**config.mk**
```make
export PLATFORM = sky130hd
export DESIGN_NAME = gpin_port_top
export DESIGN_NICKNAME = d
export VERILOG_FILES = /design/src/verilog/gpin_port_top.v /design/src/verilog/gpin_sync.v
export VERILOG_INCLUDE_DIRS = /design/src /design/src/verilog
export SDC_FILE = /design/constraint.sdc
export NUM_CORES = 1
export LEC_CHECK = 0
export BUFFER_PORTS_ARGS = -buffer_cell sky130_fd_sc_hd__buf_2
export CAP_MARGIN = 0
export CORE_AREA = 5 5 111 139
export CTS_CLUSTER_DIAMETER = 30
export DETAILED_ROUTE_END_ITERATION = 12
export DIE_AREA = 0 0 116 144
export GPL_TIMING_DRIVEN = 0
export PLACE_DENSITY = 0.77
export SLEW_MARGIN = 40
export SYNTH_ARGS = -nofsm -noshare
export SYNTH_HDL_FRONTEND = slang
export SYNTH_SLANG_ARGS = --single-unit
```
**constraint.sdc**
```tcl
create_clock -name clock_in -period 2.9 [get_ports clock_in]
set_input_delay 0.58 -clock clock_in [delete_from_list [all_inputs] [get_ports clock_in]]
set_output_delay 0.58 -clock clock_in [all_outputs]
set_load 0.01 [all_outputs]
```
**src/verilog/gpin_regs.vh**
```
// Register map, field positions, valid masks and reset value for the port input block
`ifndef GPIN_REGS_VH
`define GPIN_REGS_VH
// Printed offsets are register indexes; byte address is four times the index
`define GPIN_IDX_P0_PEND     8'h89
`define GPIN_IDX_P1_PEND     8'h8A
`define GPIN_IDX_P2_PEND     8'h8B
`define GPIN_IDX_EDGE_POL    8'h8C
`define GPIN_IDX_P0_MODE     8'h8F
`define GPIN_IDX_P1_MODE     8'hF6
`define GPIN_IDX_P2_MODE     8'hF7
`define GPIN_IDX_IRQ_MASK    8'hE0
`define GPIN_IDX_IRQ_STAT    8'hE1
// Field positions
`define GPIN_BIT_P2_PULL     7
`define GPIN_BIT_P1_PULL     6
`define GPIN_BIT_P0_PULL     5
`define GPIN_BIT_P0_EDGE     0
`define GPIN_BIT_P1_EDGE     1
`define GPIN_BIT_P2_EDGE     2
`define GPIN_BIT_USB_RESUME  7
// Valid masks and reset value
`define GPIN_MASK_P1_MODE    8'hFC
`define GPIN_MASK_P2_PEND    8'h1F
`define GPIN_MASK_P0_USB     8'hBF
`define GPIN_MASK_EDGE_POL   8'h07
`define GPIN_MASK_IRQ        8'h07
`define GPIN_RESET_BYTE      8'h00
`endif

```
**src/verilog/gpin_port_top.v**
```verilog
// Port input mode, pull control and pin interrupt flags with APB register access
`timescale 1ns/1ps
`include "gpin_regs.vh"
module gpin_port_top #(
  parameter USB_VARIANT = 0
) (
  // Clock and reset
  input  wire        clock_in,
  input  wire        rst_in,
  // APB slave
  input  wire        psel_in,
  input  wire        penable_in,
  input  wire        pwrite_in,
  input  wire [11:0] paddr_in,
  input  wire [31:0] pwdata_in,
  input  wire [3:0]  pstrb_in,
  output reg  [31:0] prdata_out,
  output reg         pready_out,
  output reg         pslverr_out,
  // Pins
  input  wire [7:0]  p0_pin_in,
  input  wire [7:0]  p1_pin_in,
  input  wire [4:0]  p2_pin_in,
  // USB resume event from the USB core, same clock
  input  wire        usb_suspended_in,
  input  wire        usb_resume_in,
  // Pull controls per pin
  output reg  [7:0]  p0_pull_en_out,
  output reg  [7:0]  p0_pull_down_out,
  output reg  [7:0]  p1_pull_en_out,
  output reg  [7:0]  p1_pull_down_out,
  output reg  [4:0]  p2_pull_en_out,
  output reg  [4:0]  p2_pull_down_out,
  // Interrupt
  output reg         irq_out
);
  // Registers
  reg  [7:0] p0_mode_reg;
  reg  [7:0] port1_input_mode_reg;
  reg  [7:0] port2_input_mode_pull_sel_reg;
  reg  [7:0] port0_irq_pending_reg;
  reg  [7:0] port1_irq_pending_reg;
  reg  [7:0] port2_irq_pending_reg;
  reg  [7:0] edge_pol_reg;
  reg  [7:0] irq_mask_reg;
  reg  [7:0] irq_stat_reg;
  reg  [7:0] p0_prev_reg;
  reg  [7:0] p1_prev_reg;
  reg  [4:0] p2_prev_reg;

  reg  [7:0] port0_irq_pending_next;
  reg  [7:0] port1_irq_pending_next;
  reg  [7:0] port2_irq_pending_next;
  reg  [7:0] irq_stat_next;
  reg  [7:0] rd_byte;
  reg        addr_ok;

  wire [7:0] p0_lvl;
  wire [7:0] p1_lvl;
  wire [4:0] p2_lvl;

  gpin_sync #(.WIDTH(8)) u_sync_p0 (
    .clock_in  (clock_in),
    .rst_in    (rst_in),
    .pin_in    (p0_pin_in),
    .level_out (p0_lvl)
  );
  gpin_sync #(.WIDTH(8)) u_sync_p1 (
    .clock_in  (clock_in),
    .rst_in    (rst_in),
    .pin_in    (p1_pin_in),
    .level_out (p1_lvl)
  );
  gpin_sync #(.WIDTH(5)) u_sync_p2 (
    .clock_in  (clock_in),
    .rst_in    (rst_in),
    .pin_in    (p2_pin_in),
    .level_out (p2_lvl)
  );

  // Bus decode
  wire       acc      = psel_in & penable_in & pready_out;
  wire       wr_acc   = acc & pwrite_in & pstrb_in[0] & (paddr_in[11:10] == 2'b00);
  wire       aligned  = (paddr_in[1:0] == 2'b00);
  wire [7:0] idx      = paddr_in[9:2];
  wire [7:0] wbyte    = pwdata_in[7:0];
  wire       wr_p0f   = wr_acc & aligned & (idx == `GPIN_IDX_P0_PEND);
  wire       wr_p1f   = wr_acc & aligned & (idx == `GPIN_IDX_P1_PEND);
  wire       wr_p2f   = wr_acc & aligned & (idx == `GPIN_IDX_P2_PEND);
  wire       wr_stat  = wr_acc & aligned & (idx == `GPIN_IDX_IRQ_STAT);

  // Edge detection with per-port polarity
  wire       p0_fall  = edge_pol_reg[`GPIN_BIT_P0_EDGE];
  wire       p1_fall  = edge_pol_reg[`GPIN_BIT_P1_EDGE];
  wire       p2_fall  = edge_pol_reg[`GPIN_BIT_P2_EDGE];
  wire [7:0] p0_edge  = p0_fall ? (p0_prev_reg & ~p0_lvl) : (~p0_prev_reg & p0_lvl);
  wire [7:0] p1_edge  = p1_fall ? (p1_prev_reg & ~p1_lvl) : (~p1_prev_reg & p1_lvl);
  wire [4:0] p2_edge  = p2_fall ? (p2_prev_reg & ~p2_lvl) : (~p2_prev_reg & p2_lvl);

  // Resume only counts while suspended; it acts as an edge on bit 7 under either port 0 polarity
  wire       resume_evt = usb_resume_in & usb_suspended_in;
  wire [7:0] p0_set     = (USB_VARIANT != 0) ?
                          {resume_evt, 1'b0, p0_edge[5:0]} : p0_edge;

  // Flag update: writing 0 clears, writing 1 keeps, a new event wins
  always @* begin
    port0_irq_pending_next = port0_irq_pending_reg;
    port1_irq_pending_next = port1_irq_pending_reg;
    port2_irq_pending_next = port2_irq_pending_reg;
    if (wr_p0f) begin
      port0_irq_pending_next = port0_irq_pending_reg & wbyte;
    end
    if (wr_p1f) begin
      port1_irq_pending_next = port1_irq_pending_reg & wbyte;
    end
    if (wr_p2f) begin
      port2_irq_pending_next = port2_irq_pending_reg & wbyte;
    end
    port0_irq_pending_next = port0_irq_pending_next | p0_set;
    port1_irq_pending_next = port1_irq_pending_next | p1_edge;
    port2_irq_pending_next = (port2_irq_pending_next | {3'b000, p2_edge})
                             & `GPIN_MASK_P2_PEND;
    if (USB_VARIANT != 0) begin
      port0_irq_pending_next = port0_irq_pending_next & `GPIN_MASK_P0_USB;
    end
  end

  // Block status: one sticky bit per port, write one to clear, event wins
  always @* begin
    irq_stat_next = irq_stat_reg;
    if (wr_stat) begin
      irq_stat_next = irq_stat_reg & ~wbyte;
    end
    irq_stat_next = (irq_stat_next | {5'b00000, (|p2_edge), (|p1_edge), (|p0_set)})
                    & `GPIN_MASK_IRQ;
  end

  // Read mux
  always @* begin
    addr_ok = aligned;
    rd_byte = `GPIN_RESET_BYTE;
    case (idx)
      `GPIN_IDX_P0_PEND:  rd_byte = port0_irq_pending_reg;
      `GPIN_IDX_P1_PEND:  rd_byte = port1_irq_pending_reg;
      `GPIN_IDX_P2_PEND:  rd_byte = port2_irq_pending_reg & `GPIN_MASK_P2_PEND;
      `GPIN_IDX_EDGE_POL: rd_byte = edge_pol_reg;
      `GPIN_IDX_P0_MODE:  rd_byte = p0_mode_reg;
      `GPIN_IDX_P1_MODE:  rd_byte = port1_input_mode_reg & `GPIN_MASK_P1_MODE;
      `GPIN_IDX_P2_MODE:  rd_byte = port2_input_mode_pull_sel_reg;
      `GPIN_IDX_IRQ_MASK: rd_byte = irq_mask_reg;
      `GPIN_IDX_IRQ_STAT: rd_byte = irq_stat_reg;
      default:            addr_ok = 1'b0;
    endcase
    if (paddr_in[11:10] != 2'b00) begin
      addr_ok = 1'b0;
    end
  end

  // Registers and bus answer
  always @(posedge clock_in) begin
    if (rst_in) begin
      p0_mode_reg                   <= `GPIN_RESET_BYTE;
      port1_input_mode_reg          <= `GPIN_RESET_BYTE;
      port2_input_mode_pull_sel_reg <= `GPIN_RESET_BYTE;
      port0_irq_pending_reg         <= `GPIN_RESET_BYTE;
      port1_irq_pending_reg         <= `GPIN_RESET_BYTE;
      port2_irq_pending_reg         <= `GPIN_RESET_BYTE;
      edge_pol_reg                  <= `GPIN_RESET_BYTE;
      irq_mask_reg                  <= `GPIN_RESET_BYTE;
      irq_stat_reg                  <= `GPIN_RESET_BYTE;
      p0_prev_reg                   <= 8'h00;
      p1_prev_reg                   <= 8'h00;
      p2_prev_reg                   <= 5'h00;
      prdata_out                    <= 32'h00000000;
      pready_out                    <= 1'b0;
      pslverr_out                   <= 1'b0;
    end else begin
      p0_prev_reg           <= p0_lvl;
      p1_prev_reg           <= p1_lvl;
      p2_prev_reg           <= p2_lvl;
      port0_irq_pending_reg <= port0_irq_pending_next;
      port1_irq_pending_reg <= port1_irq_pending_next;
      port2_irq_pending_reg <= port2_irq_pending_next;
      irq_stat_reg          <= irq_stat_next;
      if (wr_acc && addr_ok) begin
        case (idx)
          `GPIN_IDX_EDGE_POL: edge_pol_reg <= wbyte & `GPIN_MASK_EDGE_POL;
          `GPIN_IDX_P0_MODE:  p0_mode_reg <= wbyte;
          `GPIN_IDX_P1_MODE:  port1_input_mode_reg <= wbyte & `GPIN_MASK_P1_MODE;
          `GPIN_IDX_P2_MODE:  port2_input_mode_pull_sel_reg <= wbyte;
          `GPIN_IDX_IRQ_MASK: irq_mask_reg <= wbyte & `GPIN_MASK_IRQ;
          default:            p0_mode_reg <= p0_mode_reg;
        endcase
      end
      // One wait state: ready rises in the second access cycle
      pready_out  <= psel_in & penable_in & ~pready_out;
      pslverr_out <= psel_in & penable_in & ~pready_out & ~addr_ok;
      if (psel_in && penable_in && !pready_out && !pwrite_in && addr_ok) begin
        prdata_out <= {24'h000000, rd_byte};
      end else begin
        prdata_out <= 32'h00000000;
      end
    end
  end

  // Pull controls and interrupt output
  always @(posedge clock_in) begin
    if (rst_in) begin
      p0_pull_en_out   <= 8'h00;
      p0_pull_down_out <= 8'h00;
      p1_pull_en_out   <= 8'h00;
      p1_pull_down_out <= 8'h00;
      p2_pull_en_out   <= 5'h00;
      p2_pull_down_out <= 5'h00;
      irq_out          <= 1'b0;
    end else begin
      p0_pull_en_out   <= ~p0_mode_reg;
      p0_pull_down_out <= ~p0_mode_reg
                          & {8{port2_input_mode_pull_sel_reg[`GPIN_BIT_P0_PULL]}};
      p1_pull_en_out   <= ~port1_input_mode_reg & `GPIN_MASK_P1_MODE;
      p1_pull_down_out <= ~port1_input_mode_reg & `GPIN_MASK_P1_MODE
                          & {8{port2_input_mode_pull_sel_reg[`GPIN_BIT_P1_PULL]}};
      p2_pull_en_out   <= ~port2_input_mode_pull_sel_reg[4:0];
      p2_pull_down_out <= ~port2_input_mode_pull_sel_reg[4:0]
                          & {5{port2_input_mode_pull_sel_reg[`GPIN_BIT_P2_PULL]}};
      irq_out          <= |(irq_stat_next & irq_mask_reg);
    end
  end
endmodule // gpin_port_top

```
**src/verilog/gpin_sync.v**
```verilog
// Three-stage pin synchroniser with second/third stage agreement filter
`timescale 1ns/1ps
module gpin_sync #(
  parameter WIDTH = 8
) (
  // Clock and reset
  input  wire             clock_in,
  input  wire             rst_in,
  // Pins in, filtered level out
  input  wire [WIDTH-1:0] pin_in,
  output wire [WIDTH-1:0] level_out
);
  reg [WIDTH-1:0] s1_reg;
  reg [WIDTH-1:0] s2_reg;
  reg [WIDTH-1:0] s3_reg;
  reg [WIDTH-1:0] level_reg;
  wire [WIDTH-1:0] level_next;

  // Bits follow only where the second and third stage agree
  assign level_next = (s2_reg & s3_reg) | (level_reg & (s2_reg | s3_reg));
  assign level_out  = level_reg;

  always @(posedge clock_in) begin
    if (rst_in) begin
      s1_reg    <= {WIDTH{1'b0}};
      s2_reg    <= {WIDTH{1'b0}};
      s3_reg    <= {WIDTH{1'b0}};
      level_reg <= {WIDTH{1'b0}};
    end else begin
      s1_reg    <= pin_in;
      s2_reg    <= s1_reg;
      s3_reg    <= s2_reg;
      level_reg <= level_next;
    end
  end
endmodule // gpin_sync
```
==> run_results.csv <==
group,metric,value,unit
layout,antenna_cells,0,
cts,cts_tree,"done",
detailed_routing,drtAntennaViolNets,0,
cts,clock_path_buffers,3,
logic_synthesis,yosys-mux-area-fraction,0.0188,
logic_synthesis,yosysSeqAreaShare,0.563,
logic_synthesis,synth_compound_area_frac,0.135,
sta,skew,0.00842,ns
setup_path,rr_worst_depth,6,
sta,period_share,0.959,
layout,drive_gt1_frac,0.203,
layout,fin_nets,999,
place,place.gp.congestion,0.932,
floorplan,die-area,0.0167,mm^2
logic_synthesis,ys_ff_latch,206,
detailed_routing,via_per_inst,5.21,
setup_path,r2r_slack,0.47,ns
logic_synthesis,synth_adder_area_share,0,
detailed_routing,post_drt_wl_per_cell,15.4,um
cts,clkTransAtPathRegs,0.06,ns
sta,fin_crit,2.78,ns
pwr,power_leakage,3.64,nW
cts,clkSinkCount,206,
detailed_routing,routed-via-count,5839,
sta,max_freq,360,MHz
setup_path,cp-start-kind,"input port",
logic_synthesis,ys_types,47,
sta,max_slew_margin,0.541,
logic_synthesis,synth_ff_type,"dfxtp_1",
floorplan,die_w,116,um
sta,setup_viol,0,
detailed_routing,drcViolationCount,0,
setup_path,cp_slowest_stage_delay,0.73,ns
pwr,ir_worst_vdd,0.000511,V
layout,area_delta_synth_final,23.6,%
place,place_hpwl,12.3,mm
detailed_routing,drt_first_pass_iters,5,
logic_synthesis,synth_top_family_by_area,"simple AND/OR/NAND/NOR gates",
logic_synthesis,avgSynthCellArea,9.43,um^2
setup_path,critical_path_class,"in2reg",
run_status,status,"complete, no violations",
pwr,p_total,6.50,mW
logic_synthesis,netlist_instances,776,
detailed_routing,drt_iter0_drc,353,
global_route,grt_max_degree,16,
min_path,min_path_type,"in2reg",
setup_path,worstPathArrival,3.15,ns
cts,worstSkewPairLatency,0.51,ns
setup_path,crit_path_top_delay_cell,"or4b_2",
cts,clock-root-buffer,"clkbuf_16",
detailed_routing,wl,17.3,mm
sta,slew_violations,0,
floorplan,start_util,0.519,
floorplan,num_rows,49,
logic_synthesis,syn-cell-area,0.00732,mm^2
logic_synthesis,ys_async_sr_fraction,0,
flow_run,drv_cap,0,
place,port_buffers,92,
logic_synthesis,synth_edf_count,0,
logic_synthesis,synth_xor_area_frac,0.00120,
global_route,antenna_found_initial,0,
min_path,holdPathStages,2,
setup_path,endpoint_kind,"flip-flop",
global_route,grt_pass1_wl,27.3,mm
setup_path,crit_required,3.27,ns
logic_synthesis,synth-simple-area-share,0.225,
cts,cts-buffers-inserted,26,
global_route,grt_usage,0.205,
setup_path,path_cells,"buf_2 > or4b_2 > nor3_1 > clkbuf_1 > nand3_1 > o21ai_1 > a31oi_1",
floorplan,die_height,144,um
floorplan,pin_count,153,
sta,worst_pin_slew,0.687,ns
global_route,grt_pass1_vias,5656,
sta,timing.hold.ws,0.271,ns
logic_synthesis,yosysWarnings,0,
pwr,p_per_area,718,mW/mm^2
setup_path,cp_max_fo,10,
sta,rsz0062_at_grt,"no",
global_route,grt.overflow.total,0,
floorplan,core,0.0141,mm^2
sta,hold_violations,0,
cts,ctsHtreeMaxLevel,1,
[stage by stage]
step	worst slack, ns	setup TNS [ns]	instance area [um^2]	cells	utilization
2_1_floorplan	0.358	0	7420	803	-
3_3_place_gp	-0.471	-3.04	8100	1073	0.575
6_report	0.120	0	9050	1121	0.642
5_1_grt	0.0914	0	9050	1121	0.642
4_1_cts	0.0324	0	9050	1121	0.642
3_5_place_dp	-0.444	-2.04	8110	1073	0.575
[report_power, final]
part	total (mW)	switching, mW	leakage, nW	internal [mW]
clock network	3.35	1.24	0.456	2.11
logic	0.247	0.148	1.50	0.0994
registers	2.90	0.0178	1.68	2.89
total	6.50	1.41	3.64	5.09
[path summary, 6_finish.rpt]
| check | startpoint | end |
|---|---|---|
| max | paddr_in[6] | port0_irq_pending_reg[5]$_SDFF_PP0_ |
| min | p1_pin_in[0] | u_sync_p1.s1_reg[0]$_SDFF_PP0_ |
| max reg2reg | pready_out$_SDFF_PP0_ | port0_irq_pending_reg[5]$_SDFF_PP0_ |
| min reg2reg | u_sync_p1.s1_reg[2]$_SDFF_PP0_ | u_sync_p1.s2_reg[2]$_SDFF_PP0_ |
[kinds of logic (layout without fill, tap and decap cells)]
family | count (synthesis) | count (layout)
and+or+nand+nor | 309 | 309
DFF | 206 | 206
AOI/OAI and AO/OA | 166 | 166
buffers and inverters | 80 | 220
muxes | 13 | 13
other | 1 | 28
xor gates and xnor gates | 1 | 1
[synth_stat cells, types with 10 or more instances]
cell | count | share of area
dfxtp_1 | 206 | 0.56
nand2_1 | 78 | 0.040
nand2b_1 | 16 | 0.014
inv_1 | 11 | 0.0056
a31oi_1 | 14 | 0.012
clkbuf_1 | 36 | 0.018
a21oi_1 | 63 | 0.043
nand3b_1 | 14 | 0.014
buf_4 | 28 | 0.029
nor2b_1 | 93 | 0.079
nand3_1 | 20 | 0.014
a22o_1 | 10 | 0.012
o21ai_0 | 56 | 0.038
nor2_1 | 53 | 0.027
[per-layer routing]
metal	vias up	GRT usage	share of wire
li1	2891	-	-
met1	2626	0.231	0.39
met2	263	0.368	0.49
met3	59	0.0306	0.069
met4	0	0.110	0.048
met5	-	0	0
[final cells by class]
cell class                 instances  area, um^2
buffer                            69         373
sequential                       206        4120
inverter                          11        41.3
tap                              178         223
clock buffer                      33         738
fill                            1172        5050
clock inverter                    15         203
multi-input combinational        517        2890
timing repair buffer              92         460
[cells in the final DEF (no fill, tap or decap), drive strengths merged, types with 2 or more instances in the layout]
master | Yosys | layout
clkinv | 0 | 5
nor2 | 53 | 53
nor3b | 5 | 5
o2111ai | 3 | 3
nor3 | 6 | 6
nand3b | 14 | 14
inv | 11 | 16
a21oi | 63 | 63
bufinv | 0 | 3
clkinvlp | 0 | 2
a22o | 10 | 10
o31ai | 3 | 3
a31oi | 14 | 14
a2111o | 2 | 2
a221oi | 7 | 7
nand3 | 20 | 20
or3b | 8 | 8
or4 | 3 | 3
nand2 | 78 | 78
mux2 | 6 | 6
and3 | 3 | 3
nor4 | 3 | 3
conb | 1 | 28
nor2b | 93 | 93
or3 | 3 | 3
nand2b | 16 | 16
a222oi | 2 | 2
clkbuf | 36 | 69
dfxtp | 206 | 206
o21ai | 56 | 56
buf | 33 | 125
mux2i | 7 | 7
[worst max-delay path: cells and delay by family]
kind	cells	cell delay [ns]
simple gates	3	1.35
buf+inv	2	0.62
compound gates	2	0.59
[repair_timing]
item,CTS,global route
setup buffers,0,0
resized for setup,0,1
hold buffers,0,0
setup endpoints to repair,0,1
(Power assumes the default switching activity.)
